<file path="src/design/lbr_pkg.sv">
// Constants for the long conditional branch unit
// Function
// - Higher-same: carry clear loads pc+4+offset
// - Carry-clear alias shares opcode and test
// - Encoding: prefix 18, opcode 24, two offsets
// - Queue refill four taken, three not
// - Greater 2E, greater-eq 2C signed tests
// - Less-eq 2F, less 2D signed tests
// - Unsigned 22,23,24,25 on carry and zero
// - Simple 26..2B on zero, negative, overflow
// - Always 20 taken, never 21 not
// - Flags never changed by long branch
package lbr_pkg;
	localparam logic [7:0]  PREFIX_BYTE           = 8'h18;
	localparam logic [7:0]  OP_LBR_ALWAYS         = 8'h20;
	localparam logic [7:0]  OP_LBR_NEVER          = 8'h21;
	localparam logic [7:0]  OP_LBR_UNSIGNED_HIGHER = 8'h22;
	localparam logic [7:0]  OP_LBR_LOWER_SAME     = 8'h23;
	localparam logic [7:0]  OP_LBR_HIGHER_SAME    = 8'h24;
	localparam logic [7:0]  OP_LBR_CARRY_CLEAR    = 8'h24;
	localparam logic [7:0]  OP_LBR_UNSIGNED_LOWER = 8'h25;
	localparam logic [7:0]  OP_LBR_CARRY_SET      = 8'h25;
	localparam logic [7:0]  OP_LBR_NOT_EQUAL      = 8'h26;
	localparam logic [7:0]  OP_LBR_EQUAL          = 8'h27;
	localparam logic [7:0]  OP_LBR_OVERFLOW_CLEAR = 8'h28;
	localparam logic [7:0]  OP_LBR_OVERFLOW_SET   = 8'h29;
	localparam logic [7:0]  OP_LBR_PLUS           = 8'h2A;
	localparam logic [7:0]  OP_LBR_MINUS          = 8'h2B;
	localparam logic [7:0]  OP_LBR_SIGNED_GREATER_EQ = 8'h2C;
	localparam logic [7:0]  OP_LBR_SIGNED_LESS    = 8'h2D;
	localparam logic [7:0]  OP_LBR_SIGNED_GREATER = 8'h2E;
	localparam logic [7:0]  OP_LBR_SIGNED_LESS_EQ = 8'h2F;
	localparam logic [15:0] PC_STEP               = 16'h0004;
	localparam logic [15:0] PC_RESET              = 16'h0000;
	localparam logic [2:0]  REFILL_TAKEN          = 3'h4;
	localparam logic [2:0]  REFILL_NOT_TAKEN      = 3'h3;
	// Flag positions in the 8-bit condition_flags byte
	localparam int          FLAG_C                = 0;
	localparam int          FLAG_V                = 1;
	localparam int          FLAG_Z                = 2;
	localparam int          FLAG_N                = 3;
	typedef enum logic [4:0] {
		ST_IDLE   = 5'b00001,
		ST_OPCODE = 5'b00010,
		ST_OFS_HI = 5'b00100,
		ST_OFS_LO = 5'b01000,
		ST_REFILL = 5'b10000
	} dec_state_e;
endpackage

</file>
<file path="src/design/lbr_cond_eval.sv">
// Condition evaluation for the long branch opcode map
`timescale 1ns/1ps
`default_nettype none
module lbr_cond_eval
	import lbr_pkg::*;
(
	input  wire logic [7:0] opcode_i,
	input  wire logic [7:0] flags_i,
	output logic            valid_o,
	output logic            taken_o
);
	wire c_w = flags_i[FLAG_C];
	wire v_w = flags_i[FLAG_V];
	wire z_w = flags_i[FLAG_Z];
	wire n_w = flags_i[FLAG_N];
	wire nv_w = n_w ^ v_w;
	// Upper nibble picks the long branch family
	assign valid_o = (opcode_i[7:4] == 4'h2);
	always_comb begin
		case (opcode_i)
			OP_LBR_ALWAYS:            taken_o = 1'b1;
			OP_LBR_NEVER:             taken_o = 1'b0;
			OP_LBR_UNSIGNED_HIGHER:   taken_o = ~(c_w | z_w);
			OP_LBR_LOWER_SAME:        taken_o = c_w | z_w;
			OP_LBR_HIGHER_SAME:       taken_o = ~c_w;
			OP_LBR_UNSIGNED_LOWER:    taken_o = c_w;
			OP_LBR_NOT_EQUAL:         taken_o = ~z_w;
			OP_LBR_EQUAL:             taken_o = z_w;
			OP_LBR_OVERFLOW_CLEAR:    taken_o = ~v_w;
			OP_LBR_OVERFLOW_SET:      taken_o = v_w;
			OP_LBR_PLUS:              taken_o = ~n_w;
			OP_LBR_MINUS:             taken_o = n_w;
			OP_LBR_SIGNED_GREATER_EQ: taken_o = ~nv_w;
			OP_LBR_SIGNED_LESS:       taken_o = nv_w;
			OP_LBR_SIGNED_GREATER:    taken_o = ~(z_w | nv_w);
			OP_LBR_SIGNED_LESS_EQ:    taken_o = z_w | nv_w;
			default:                  taken_o = 1'b0;
		endcase
	end
endmodule
`default_nettype wire

</file>
<file path="src/design/long_cond_branch_unit.sv">
// Long conditional branch decoder, program counter update and refill timing
`timescale 1ns/1ps
`default_nettype none
module long_cond_branch_unit
	import lbr_pkg::*;
(
	input  wire logic        core_clk_i,
	input  wire logic        rst_n_i,
	input  wire logic        byte_valid_i,
	input  wire logic [7:0]  byte_i,
	input  wire logic [7:0]  condition_flags_i,
	input  wire logic [15:0] program_counter_i,
	output logic [15:0]      program_counter_o,
	output logic             pc_load_o,
	output logic             done_o,
	output logic             taken_o,
	output logic [2:0]       refill_cycles_o,
	output logic             busy_o,
	output logic             illegal_o,
	output logic [7:0]       condition_flags_o
);
	import lbr_pkg::*;

	dec_state_e       state_r;
	dec_state_e       state_nxt;
	logic [7:0]       opcode_r;
	logic [7:0]       ofs_hi_r;
	logic [15:0]      base_pc_r;
	logic             taken_r;
	logic [2:0]       refill_cnt_r;
	logic [15:0]      program_counter_r;
	logic             pc_load_r;
	logic             done_r;
	logic [2:0]       refill_cycles_r;
	logic             illegal_r;
	logic [7:0]       flags_r;
	logic             busy_r;

	wire              cond_valid_w;
	wire              cond_taken_w;
	wire              is_prefix_w = byte_valid_i && (byte_i == PREFIX_BYTE);
	wire              op_byte_w   = (state_r == ST_OPCODE) && byte_valid_i;
	wire              lo_byte_w   = (state_r == ST_OFS_LO) && byte_valid_i;
	// First offset byte is the high byte of the displacement
	wire [15:0]       disp_w      = {ofs_hi_r, byte_i};
	// 16-bit wrap matches the address space; no sign extension needed past 16 bits
	wire [15:0]       target_w    = base_pc_r + PC_STEP + disp_w;
	wire              refill_end_w = (state_r == ST_REFILL) && (refill_cnt_r == 3'h1);

	lbr_cond_eval u_cond (
		.opcode_i (byte_i),
		.flags_i  (condition_flags_i),
		.valid_o  (cond_valid_w),
		.taken_o  (cond_taken_w)
	);

	always_comb begin
		case (state_r)
			ST_IDLE:   state_nxt = is_prefix_w ? ST_OPCODE : ST_IDLE;
			ST_OPCODE: state_nxt = !byte_valid_i ? ST_OPCODE :
				(cond_valid_w ? ST_OFS_HI : ST_IDLE);
			ST_OFS_HI: state_nxt = byte_valid_i ? ST_OFS_LO : ST_OFS_HI;
			ST_OFS_LO: state_nxt = byte_valid_i ? ST_REFILL : ST_OFS_LO;
			ST_REFILL: state_nxt = refill_end_w ? ST_IDLE : ST_REFILL;
			default:   state_nxt = ST_IDLE;
		endcase
	end

	always_ff @(posedge core_clk_i or negedge rst_n_i) begin
		if (!rst_n_i) begin
			state_r   <= ST_IDLE;
			opcode_r  <= 8'h00;
			ofs_hi_r  <= 8'h00;
			base_pc_r <= PC_RESET;
			taken_r   <= 1'b0;
		end else begin
			state_r <= state_nxt;
			if (is_prefix_w && state_r == ST_IDLE)
				base_pc_r <= program_counter_i;
			if (op_byte_w) begin
				opcode_r <= byte_i;
				// Flags sampled at the opcode byte, the branch's decision point
				taken_r  <= cond_taken_w;
			end
			if ((state_r == ST_OFS_HI) && byte_valid_i)
				ofs_hi_r <= byte_i;
		end
	end

	always_ff @(posedge core_clk_i or negedge rst_n_i) begin
		if (!rst_n_i) begin
			refill_cnt_r    <= 3'h0;
			refill_cycles_r <= 3'h0;
			program_counter_r <= PC_RESET;
			pc_load_r       <= 1'b0;
		end else begin
			pc_load_r <= 1'b0;
			if (lo_byte_w) begin
				refill_cnt_r    <= taken_r ? REFILL_TAKEN : REFILL_NOT_TAKEN;
				refill_cycles_r <= taken_r ? REFILL_TAKEN : REFILL_NOT_TAKEN;
				// Not taken continues at the next instruction, four bytes on
				program_counter_r <= taken_r ? target_w : base_pc_r + PC_STEP;
				pc_load_r       <= taken_r;
			end else if (state_r == ST_REFILL) begin
				refill_cnt_r <= refill_cnt_r - 3'h1;
			end
		end
	end

	always_ff @(posedge core_clk_i or negedge rst_n_i) begin
		if (!rst_n_i) begin
			done_r    <= 1'b0;
			illegal_r <= 1'b0;
			flags_r   <= 8'h00;
			busy_r    <= 1'b0;
		end else begin
			// Busy kept as a flop so the port carries no decode glitch
			busy_r    <= (state_nxt != ST_IDLE);
			done_r    <= refill_end_w;
			illegal_r <= op_byte_w && !cond_valid_w;
			// Flags pass through untouched
			flags_r   <= condition_flags_i;
		end
	end

	assign program_counter_o = program_counter_r;
	assign pc_load_o         = pc_load_r;
	assign done_o            = done_r;
	assign taken_o           = taken_r;
	assign refill_cycles_o   = refill_cycles_r;
	assign busy_o            = busy_r;
	assign illegal_o         = illegal_r;
	assign condition_flags_o = flags_r;

	property p_hs_taken;
		@(posedge core_clk_i) disable iff (!rst_n_i)
		op_byte_w && byte_i == OP_LBR_HIGHER_SAME && !condition_flags_i[FLAG_C]
			|=> taken_r;
	endproperty
	a_hs_taken: assert property (p_hs_taken) else $error("higher-same not taken");
	property p_cc_same;
		@(posedge core_clk_i) disable iff (!rst_n_i)
		op_byte_w && byte_i == OP_LBR_CARRY_CLEAR && condition_flags_i[FLAG_C] |=> !taken_r;
	endproperty
	a_cc_same: assert property (p_cc_same) else $error("carry-clear taken on carry");
	property p_prefix;
		@(posedge core_clk_i) disable iff (!rst_n_i)
		state_r == ST_IDLE && is_prefix_w |=> state_r == ST_OPCODE;
	endproperty
	a_prefix: assert property (p_prefix) else $error("prefix not decoded");
	property p_refill;
		@(posedge core_clk_i) disable iff (!rst_n_i)
		lo_byte_w && taken_r |=> ##4 done_r;
	endproperty
	a_refill: assert property (p_refill) else $error("taken refill not four");
	property p_refill_nt;
		@(posedge core_clk_i) disable iff (!rst_n_i)
		lo_byte_w && !taken_r |=> ##3 done_r;
	endproperty
	a_refill_nt: assert property (p_refill_nt) else $error("not-taken refill not three");
	property p_gt;
		@(posedge core_clk_i) disable iff (!rst_n_i)
		op_byte_w && byte_i == OP_LBR_SIGNED_GREATER |=>
			taken_r == !($past(condition_flags_i[FLAG_Z]) |
			($past(condition_flags_i[FLAG_N]) ^ $past(condition_flags_i[FLAG_V])));
	endproperty
	a_gt: assert property (p_gt) else $error("signed greater wrong");
	property p_lt;
		@(posedge core_clk_i) disable iff (!rst_n_i)
		op_byte_w && byte_i == OP_LBR_SIGNED_LESS |=>
			taken_r == ($past(condition_flags_i[FLAG_N]) ^ $past(condition_flags_i[FLAG_V]));
	endproperty
	a_lt: assert property (p_lt) else $error("signed less wrong");
	property p_never;
		@(posedge core_clk_i) disable iff (!rst_n_i)
		op_byte_w && byte_i == OP_LBR_NEVER |=> !taken_r;
	endproperty
	a_never: assert property (p_never) else $error("never branch taken");
	property p_target;
		@(posedge core_clk_i) disable iff (!rst_n_i)
		lo_byte_w && taken_r |=> pc_load_r &&
			program_counter_r == $past(base_pc_r) + PC_STEP + {$past(ofs_hi_r), $past(byte_i)};
	endproperty
	a_target: assert property (p_target) else $error("branch target wrong");
	property p_flags;
		@(posedge core_clk_i) disable iff (!rst_n_i)
		busy_o |=> condition_flags_o == $past(condition_flags_i);
	endproperty
	a_flags: assert property (p_flags) else $error("flags altered");
	property p_always;
		@(posedge core_clk_i) disable iff (!rst_n_i)
		op_byte_w && byte_i == OP_LBR_ALWAYS |=> taken_r;
	endproperty
	a_always: assert property (p_always) else $error("always branch not taken");
	property p_hi;
		@(posedge core_clk_i) disable iff (!rst_n_i)
		op_byte_w && byte_i == OP_LBR_UNSIGNED_HIGHER |=>
			taken_r == !($past(condition_flags_i[FLAG_C]) | $past(condition_flags_i[FLAG_Z]));
	endproperty
	a_hi: assert property (p_hi) else $error("unsigned higher wrong");
	property p_ls;
		@(posedge core_clk_i) disable iff (!rst_n_i)
		op_byte_w && byte_i == OP_LBR_LOWER_SAME |=>
			taken_r == ($past(condition_flags_i[FLAG_C]) | $past(condition_flags_i[FLAG_Z]));
	endproperty
	a_ls: assert property (p_ls) else $error("lower-same wrong");
	property p_lo;
		@(posedge core_clk_i) disable iff (!rst_n_i)
		op_byte_w && byte_i == OP_LBR_UNSIGNED_LOWER |=>
			taken_r == $past(condition_flags_i[FLAG_C]);
	endproperty
	a_lo: assert property (p_lo) else $error("unsigned lower wrong");
	property p_eq;
		@(posedge core_clk_i) disable iff (!rst_n_i)
		op_byte_w && byte_i == OP_LBR_EQUAL |=>
			taken_r == $past(condition_flags_i[FLAG_Z]);
	endproperty
	a_eq: assert property (p_eq) else $error("equal branch wrong");
	property p_ge;
		@(posedge core_clk_i) disable iff (!rst_n_i)
		op_byte_w && byte_i == OP_LBR_SIGNED_GREATER_EQ |=>
			taken_r == !($past(condition_flags_i[FLAG_N]) ^ $past(condition_flags_i[FLAG_V]));
	endproperty
	a_ge: assert property (p_ge) else $error("signed greater-eq wrong");
	property p_le;
		@(posedge core_clk_i) disable iff (!rst_n_i)
		op_byte_w && byte_i == OP_LBR_SIGNED_LESS_EQ |=>
			taken_r == ($past(condition_flags_i[FLAG_Z]) |
			($past(condition_flags_i[FLAG_N]) ^ $past(condition_flags_i[FLAG_V])));
	endproperty
	a_le: assert property (p_le) else $error("signed less-eq wrong");
	property p_nt_pc;
		@(posedge core_clk_i) disable iff (!rst_n_i)
		lo_byte_w && !taken_r |=> !pc_load_r &&
			program_counter_r == $past(base_pc_r) + PC_STEP;
	endproperty
	a_nt_pc: assert property (p_nt_pc) else $error("not-taken next address wrong");
	property p_illegal;
		@(posedge core_clk_i) disable iff (!rst_n_i)
		op_byte_w && !cond_valid_w |=> illegal_r && state_r == ST_IDLE;
	endproperty
	a_illegal: assert property (p_illegal) else $error("bad opcode not refused");

	c_taken: cover property (@(posedge core_clk_i) lo_byte_w && taken_r);
	c_not_taken: cover property (@(posedge core_clk_i) lo_byte_w && !taken_r);
	c_illegal: cover property (@(posedge core_clk_i) illegal_r);
	c_hs_taken: cover property (@(posedge core_clk_i)
		op_byte_w && byte_i == OP_LBR_HIGHER_SAME && cond_taken_w);
endmodule
`default_nettype wire

</file>
<file path="config.mk">
export PLATFORM = sky130hd
export DESIGN_NAME = long_cond_branch_unit
export DESIGN_NICKNAME = d
export VERILOG_FILES = /design/src/design/lbr_pkg.sv /design/src/design/lbr_cond_eval.sv /design/src/design/long_cond_branch_unit.sv
export SDC_FILE = /design/constraint.sdc
export NUM_CORES = 1
export LEC_CHECK = 0
export BUFFER_PORTS_ARGS = -buffer_cell sky130_fd_sc_hd__buf_2
export CORE_MARGIN = 5
export CORE_UTILIZATION = 58
export CTS_CLUSTER_DIAMETER = 40
export DETAILED_ROUTE_END_ITERATION = 8
export PLACE_DENSITY = 0.85
export RECOVER_POWER = 100
export SLEW_MARGIN = 20
export SYNTH_ARGS = -nofsm -noshare
export SYNTH_HDL_FRONTEND = slang
export SYNTH_SLANG_ARGS = --single-unit
</file>
<file path="constraint.sdc">
create_clock -name core_clk_i -period 6.5 [get_ports core_clk_i]
set_input_delay 0.325 -clock core_clk_i [delete_from_list [all_inputs] [get_ports core_clk_i]]
set_output_delay 0.325 -clock core_clk_i [all_outputs]
set_load 0.05 [all_outputs]
</file>
# [Word-level counts from Yosys, hierarchy flattened]
# Cells that the tools add are included.
# Widths: inputs -> output; s select.
[word_totals] out_inout_bits=32 in_bits=35 register_bits=64 word_cells=71
[classes] n_bitwise=10 reduce_logical=9 eq_ne=24 muxes=13 n_addsub=3
[op_table] cell="$eq 8x6->1 const B" count=15
[op_table] cell="$pmux 5 s5" count=1
[op_table] cell="$add 16x16->16" count=1
[op_table] cell="$add 16x3->16 const B" count=1
[op_table] cell="$mux 16" count=1
[op_table] cell="$mux 3" count=5
[op_table] cell="$pmux 1 s15" count=1
[op_table] cell="$mux 5" count=2
[op_table] cell="$eq 8x5->1 const B" count=1
[op_table] cell="$logic_and 1x1->1" count=7
[op_table] cell="$not 1->1" count=7
[op_table] cell="$eq 5x1->1 const B" count=1
[op_table] cell="$eq 5x2->1 const B" count=1
[op_table] cell="$eq 5x3->1 const B" count=1
[op_table] cell="$eq 5x4->1 const B" count=1
[op_table] cell="$eq 5x5->1 const B" count=1
[op_table] cell="$ne 5x1->1 const B" count=1
[op_table] cell="$eq 4x2->1 const B" count=1
[op_table] cell="$mux 4" count=1
[op_table] cell="$eq 3x1->1 const B" count=1
[op_table] cell="$sub 3x1->3 const B" count=1
[op_table] cell="$mux 2" count=1
[op_table] cell="$or 1x1->1" count=2
[op_table] cell="$reduce_bool 2->1" count=1
[op_table] cell="other kinds (3)" count=3

# [Logic depth before layout (Yosys ltp)]
# Gate-level depths: netlist of run 1.
[depth] word_depth=5 depth_mapped=12 ltp_nobuf=12

# [Hierarchy]
# A second synthesis of run 1 with hierarchy kept.
[hier_totals] hier_cells=359 hier_area_um2=3663.5
[modules_own_cells] mod="long_cond_branch_unit" instances=1 area_per_inst_um2=3487.1 seq_area_each_um2=1577.8 cells_per_inst=335
[modules_own_cells] mod="lbr_cond_eval" instances=1 area_per_inst_um2=176.4 seq_area_each_um2=0.0 cells_per_inst=24

# [Least setup slack after synthesis of run 1]
# OpenSTA, ideal clock, no wires.
[synth_timing] kind="reg2reg" from="reg base_pc_r[4]" to="reg program_counter_r[14] (netlist: program_counter_o[14])" arrival_time_ns=2.387 setup_slack_ns=4.045 path_buffers=0 required_time_ns=6.433 synth_period_minus_slack_ns=2.455 setup_ns=0.067 path_stages_with_launch=13 cell_sequence="dfrtp_1 > nand3_1 > nor3_1 > nand2_1 > xnor2_1 > ha_1 > a21oi_1 > o21bai_1 > a21oi_1 > nand2_1 > o21ai_0 > mux2_2 > nand2_1"
[synth_between] elab_chain_len=3
[synth_rtl] item="from (decl)" line_no="long_cond_branch_unit.sv:28" rtl="logic [15:0] base_pc_r;"
[synth_rtl] item="from (signal assigned)" line_no="long_cond_branch_unit.sv:79" rtl="base_pc_r <= program_counter_i;"
[synth_rtl] item="$add 16x3->16 *" line_no="long_cond_branch_unit.sv:47, long_cond_branch_unit.sv:102"
[synth_rtl] item="$add 16x16->16" line_no="long_cond_branch_unit.sv:47" rtl="wire [15:0] target_w = base_pc_r + PC_STEP + disp_w;"
[synth_rtl] item="$mux 16 *" line_no="long_cond_branch_unit.sv:102" rtl="program_counter_r <= taken_r ? target_w : base_pc_r + PC_STEP;"
[synth_rtl] item="to (signal assigned)" line_no="long_cond_branch_unit.sv:102"
[synth_rtl] item="to (decl)" line_no="long_cond_branch_unit.sv:31" rtl="logic [15:0] program_counter_r;"
# Mark *: on every way between the ends. The rest lies on a longest branch, timed or not.
# A chain may end at the register's enable or synchronous reset.

==> results of run 1 <==
worst min path at each step:
stage                         startpoint              endpoint  slack [ns]  cells after the start
global route        condition_flags_i[5]  condition_flags_o[5]        0.07                      1
finish              condition_flags_i[5]  condition_flags_o[5]        0.07                      1
floorplan                        rst_n_i          base_pc_r[0]        0.03                      0
global placement    condition_flags_i[6]  condition_flags_o[6]        0.43                      1
CTS                 condition_flags_i[7]  condition_flags_o[7]        0.07                      1
detailed placement  condition_flags_i[7]  condition_flags_o[7]        0.43                      1
layer usage:
layer | vias to the layer above | wire (um)
li1 | 1505 | -
met1 | 1452 | 3831
met2 | 109 | 4100
met3 | 23 | 579
met4 | 0 | 198
met5 | - | 0
metrics by stage:
step	setup slack, ns	total power [W]
detailed placement	3.604	0.0005099
global placement	3.773	0.0005074
CTS	3.596	0.0008547
finish	3.472	0.0008523
global route	2.667	0.0008853
floorplan	4.045	0.0004733
layout by cell type (no fill, tap or decap), types with 9 or more instances in the layout:
cell and count:
a21oi_1 17, clkbuf_8 10, clkbuf_1 39, nand2_1 86, mux2_2 9, buf_2 30, nor2_1 28, ha_1 22
o21ai_0 31, dfrtp_1 62, xnor2_1 15, inv_1 11, xor2_1 10, nand3_1 9
where the power goes:
part | total, W | switching, W | internal, W
registers | 0.000406 | 0.00000674 | 0.000399
logic | 0.0000967 | 0.0000608 | 0.0000360
clock network | 0.000349 | 0.000163 | 0.000187
flip-flops by register name, summed over array words and instances, names as in the netlist:
name               count
base_pc_r             16
program_counter_o     16
condition_flags_o      8
ofs_hi_r               8
state_r                5
refill_cnt_r           3
refill_cycles_o        2
busy_o                 1
done_o                 1
illegal_o              1
pc_load_o              1
taken_o                1
kinds of logic (layout without fill, tap and decap cells):
kind of cell             Yosys count  after routing  synth area share
multiplexers                      17             17           0.04988
adder cells (fa/ha/maj)           23             23           0.08118
buffers and inverters             27             96           0.03818
XOR/XNOR                          25             25           0.06020
AO/OA/AOI/OAI                     77             77            0.1297
flip-flops                        63             63            0.4338
AND/OR/NAND/NOR                  164            164            0.2071
layout make-up:
cell class | instances | area [um2] | area share
Clock inverter | 5 | 57.56 | 0.01396
Inverter | 12 | 46.29 | 0.01123
Tap cell | 75 | 93.84 | 0.02276
Timing Repair Buffer | 68 | 292.8 | 0.07102
Sequential cell | 63 | 1578 | 0.3827
Multi-Input combinational cell | 306 | 1913 | 0.4640
Clock buffer | 11 | 141.4 | 0.03429
==> flow_summary.json, run 1 <==
{
  "cts_resized": 0,
  "grt_max_degree": 64,
  "critPathCapture": "base_pc_r[11]",
  "run_status": "complete, but fails checks",
  "utilization": 0.6842,
  "syn_area_per_cell_um2": 9.185,
  "wl_um": 8709,
  "place_area_um2": 3988,
  "busiest_layer": "met2",
  "holdWs_ns": 0.07432,
  "critPathKind": "in2async",
  "use_met3": 0.03779,
  "die_w_um": 89.19,
  "h-tree-depth": 3,
  "worst_pin_slew_ns": 3.293,
  "grtUsageTotal": 0.2435,
  "fp.dieArea_um2": 7955,
  "fin_nets": 518,
  "grtUsageMet1": 0.3212,
  "initial_core_util": 0.6036,
  "fmax_mhz": 330.2,
  "reg2reg_to": "program_counter_o[15]",
  "wl_per_cell_um": 16.13,
  "first_iter_violations": 309,
  "post-place-cells": 524,
  "syn_area_um2": 3637,
  "r2r_start": "base_pc_r[4]",
  "layout-area-overhead-vs-synth_pct": 13.35,
  "yosysTopAreaCell": "dfrtp_1",
  "drc": 0,
  "hold_viol_final": 0,
  "crit_start": "rst_n_i",
  "cp_max_fo": 63,
  "vias": 3089,
  "yosysUniqueCellTypes": 53,
  "path_buf_inv": 2,
  "first_pass_iters": 5,
  "worst-path-stages": 2,
  "grt_pass1_wl_um": 14770,
  "cts_made_buffers": 9,
  "synth_commonest_cells": "nand2_1, dfrtp_1, o21ai_0",
  "relSlewSlack": -1.195,
  "maxSlewViolCount": 64,
  "grt_pass1_vias": 3077,
  "clk_latency_ns": 0.35,
  "gp_congestion": 0.9063,
  "setup_viol": 0,
  "overflow": 0,
  "rrSetupSlack_ns": 3.60,
  "place.port_buffers": 66,
  "start_kind": "input port",
  "fin_skew_ns": 0.009924,
  "synthArstFlopShare": 1.000,
  "rsz0062_at_grt": "no",
  "ir_worst_vdd_v": 0.0001667,
  "cellPowerDensity_nw_per_um2": 206.7,
  "syn_nets": 454,
  "fin_crit_sh": 0.4659,
  "crit_family": "buffers and inverters",
  "cp.required_ns": 6.22,
  "drive_gt1_frac": 0.1204,
  "layoutNonFillerInstCount": 540,
  "cp-end-kind": "asynchronous set/reset pin",
  "max_cap_violations": 1,
  "clock-sinks": 63,
  "ff2ff_path_depth": 12,
  "post-synth-top-count-cell": "nand2_1",
  "core_area_um2": 6026,
  "fill_cells": 506,
  "violations": "capacitance limit, slew limit",
  "root_buffer": "clkbuf_8",
  "grt.met2_usage": 0.4005,
  "path_cells": "buf_2, clkbuf_1",
  "crit_path_top_delay_cell": "clkbuf_1",
  "cts_tree": "yes",
  "critical-path-max-stage-delay_ns": 2.32,
  "power.leakage_nw": 1.997,
  "synth-edff-count": 0,
  "viasPerCell": 5.720,
  "num_antenna_cells": 0,
  "fin_crit_ns": 3.028,
  "antenna_found_initial": 0,
  "cp.arrival_ns": 2.75,
  "yosys.area.top_type_share": 0.4266,
  "synth_area_leaders": "dfrtp_1, nand2_1, ha_1",
  "tns_ns": 0,
  "placementRows": 28,
  "synth_warnings": 0,
  "ys_ff_latch": 63,
  "finalInstanceArea_um2": 4123,
  "postCtsSetupRepairBufs": 0,
  "clkTransAtPathRegs_ns": 0.07,
  "synth_flop_cell": "dfrtp_1",
  "dp_hpwl_um": 6304,
  "clockBufferDepth": 2,
  "die_h_um": 89.19,
  "hp-class": "in2reg",
  "syn_inst": 396,
  "drt.antenna.violating_nets": 0,
  "ios": 67,
  "cts_hold_buf": 0,
  "ys_seq_area_frac": 0.4338
}
Power figures use the tool's default switching activity.
==> run 2: changes to the inputs <==
Settings changed: CORE_UTILIZATION 58 to 56, PLACE_DENSITY 0.85 to 0.82.
Clock period 6.5 ns to 3.1 ns, I/O delays scaled along.
==> flow_summary.json, run 2 (synthesis gave the netlist of run 1 again) <==
{
  "run_status": "completed",
  "power.leakage_nw": 2.107,
  "postCtsSetupRepairBufs": 0,
  "clock-sinks": 63,
  "first_pass_iters": 5,
  "multiInputGateArea_um2": 1932,
  "grt_pass1_wl_um": 15010,
  "cp-end-kind": "register",
  "cp.required_ns": 3.33,
  "clk_latency_ns": 0.34,
  "drive_gt1_frac": 0.1245,
  "start_kind": "register",
  "grt_max_degree": 48,
  "place.port_buffers": 66,
  "maxSlewViolCount": 0,
  "clockBufferDepth": 2,
  "relSlewSlack": 0.1278,
  "cts_tree": "yes",
  "drc": 0,
  "initial_core_util": 0.5728,
  "rsz0062_at_grt": "no",
  "dp_hpwl_um": 6439,
  "core_area_um2": 6350,
  "wl_per_cell_um": 15.67,
  "fin_crit_sh": 0.9072,
  "die_h_um": 90.59,
  "fill_cells": 552,
  "register_area_um2": 1578,
  "hold_viol_final": 0,
  "holdWs_ns": 0.01449,
  "fin_nets": 535,
  "place_area_um2": 3998,
  "placementRows": 29,
  "cp.arrival_ns": 3.05,
  "num_antenna_cells": 0,
  "gp_congestion": 0.8759,
  "fin_skew_ns": 0.01215,
  "grtUsageTotal": 0.2250,
  "hp-class": "in2reg",
  "fp.dieArea_um2": 8207,
  "layout-area-overhead-vs-synth_pct": 19.20,
  "setup_ws_ns": 0.2877,
  "first_iter_violations": 130,
  "vias": 3063,
  "cp_max_fo": 5,
  "setup_viol": 0,
  "finalInstanceArea_um2": 4335,
  "drt.antenna.violating_nets": 0,
  "root_buffer": "clkbuf_8",
  "ios": 67,
  "mostFrequentLayoutCells": "nand2_1, dfrtp_1, clkbuf_1",
  "cts_made_buffers": 9,
  "dp_worst_setup_slack_ns": 0.3021,
  "die_w_um": 90.59,
  "h-tree-depth": 3,
  "overflow": 0,
  "antenna_found_initial": 0,
  "wl_um": 8761,
  "ir_worst_vdd_v": 0.0003993,
  "clkTransAtPathRegs_ns": 0.07,
  "grt_pass1_vias": 3032,
  "tns_ns": 0,
  "fmax_mhz": 355.6,
  "critPathKind": "reg2reg",
  "layout.cells.most_common": "nand2_1",
  "max_cap_violations": 0,
  "viasPerCell": 5.479,
  "worst_pin_slew_ns": 1.308,
  "cellPowerDensity_nw_per_um2": 431.5,
  "fin_crit_ns": 2.812,
  "utilization": 0.6828
}
run 2: area by class of cell:
type / count / share of cell area
Clock buffer: 11 / 0.03261
Clock inverter: 5 / 0.01876
Multi-Input combinational cell: 306 / 0.4456
Tap cell: 77 / 0.02222
Timing Repair Buffer: 85 / 0.1062
Sequential cell: 63 / 0.3639
Inverter: 12 / 0.01068
run 2: report_power, final:
part           internal (W)  switching, W  total [W]
registers          0.000837     0.0000141   0.000851
clock network      0.000475      0.000326   0.000801
logic             0.0000891      0.000129   0.000218
total               0.00140      0.000469    0.00187
run 2: per-layer routing:
| metal | GRT usage | vias to the layer above | share of wire |
|---|---|---|---|
| met4 | 0.06824 | 0 | 0.013 |
| met1 | 0.2977 | 1435 | 0.45 |
| met5 | 0 | - | 0 |
| li1 | - | 1533 | - |
| met3 | 0.04167 | 10 | 0.052 |
| met2 | 0.3735 | 85 | 0.48 |
run 2: worst max-delay path: stages, from the launching register on:
cell     delay (ns)
dfrtp_1        0.42
nand3_1        0.17
nor3_1         0.34
nand4_1        0.15
xnor2_1        0.37
ha_1           0.36
nor3_1         0.21
nor3_1         0.06
a31oi_1        0.17
xnor2_1        0.16
a21oi_1        0.09
o31ai_1        0.22
run 2: through the flow:
step                      total power (W)  cells
after detailed placement         0.001070    527
after CTS                        0.001888    558
after global placement           0.001066    527
after floorplan                 0.0009924    396
final                            0.001871    559
after global routing             0.001959    559
run 2: final timing paths:
path	from	endpoint	slack, ns	cells after the start
hold / removal	program_counter_i[3]	base_pc_r[3]	0.01	3
min in group asynchronous	rst_n_i	condition_flags_o[3]	0.59	2
hold reg to reg	refill_cycles_o[2]	refill_cycles_o[2]	0.48	2
setup reg to reg	base_pc_r[4]	program_counter_o[15]	0.29	11
max in group asynchronous	rst_n_i	base_pc_r[13]	1.13	3
setup / recovery	base_pc_r[4]	program_counter_o[15]	0.29	11
run 2: what timing repair did:
| item | 4_1_cts | 5_1_grt |
|---|---|---|
| setup endpoints to repair | 0 | 2 |
| resized for setup | 0 | 2 |
| endpoints found under the hold margin | 15 | 45 |
| hold buffers | 15 | 1 |
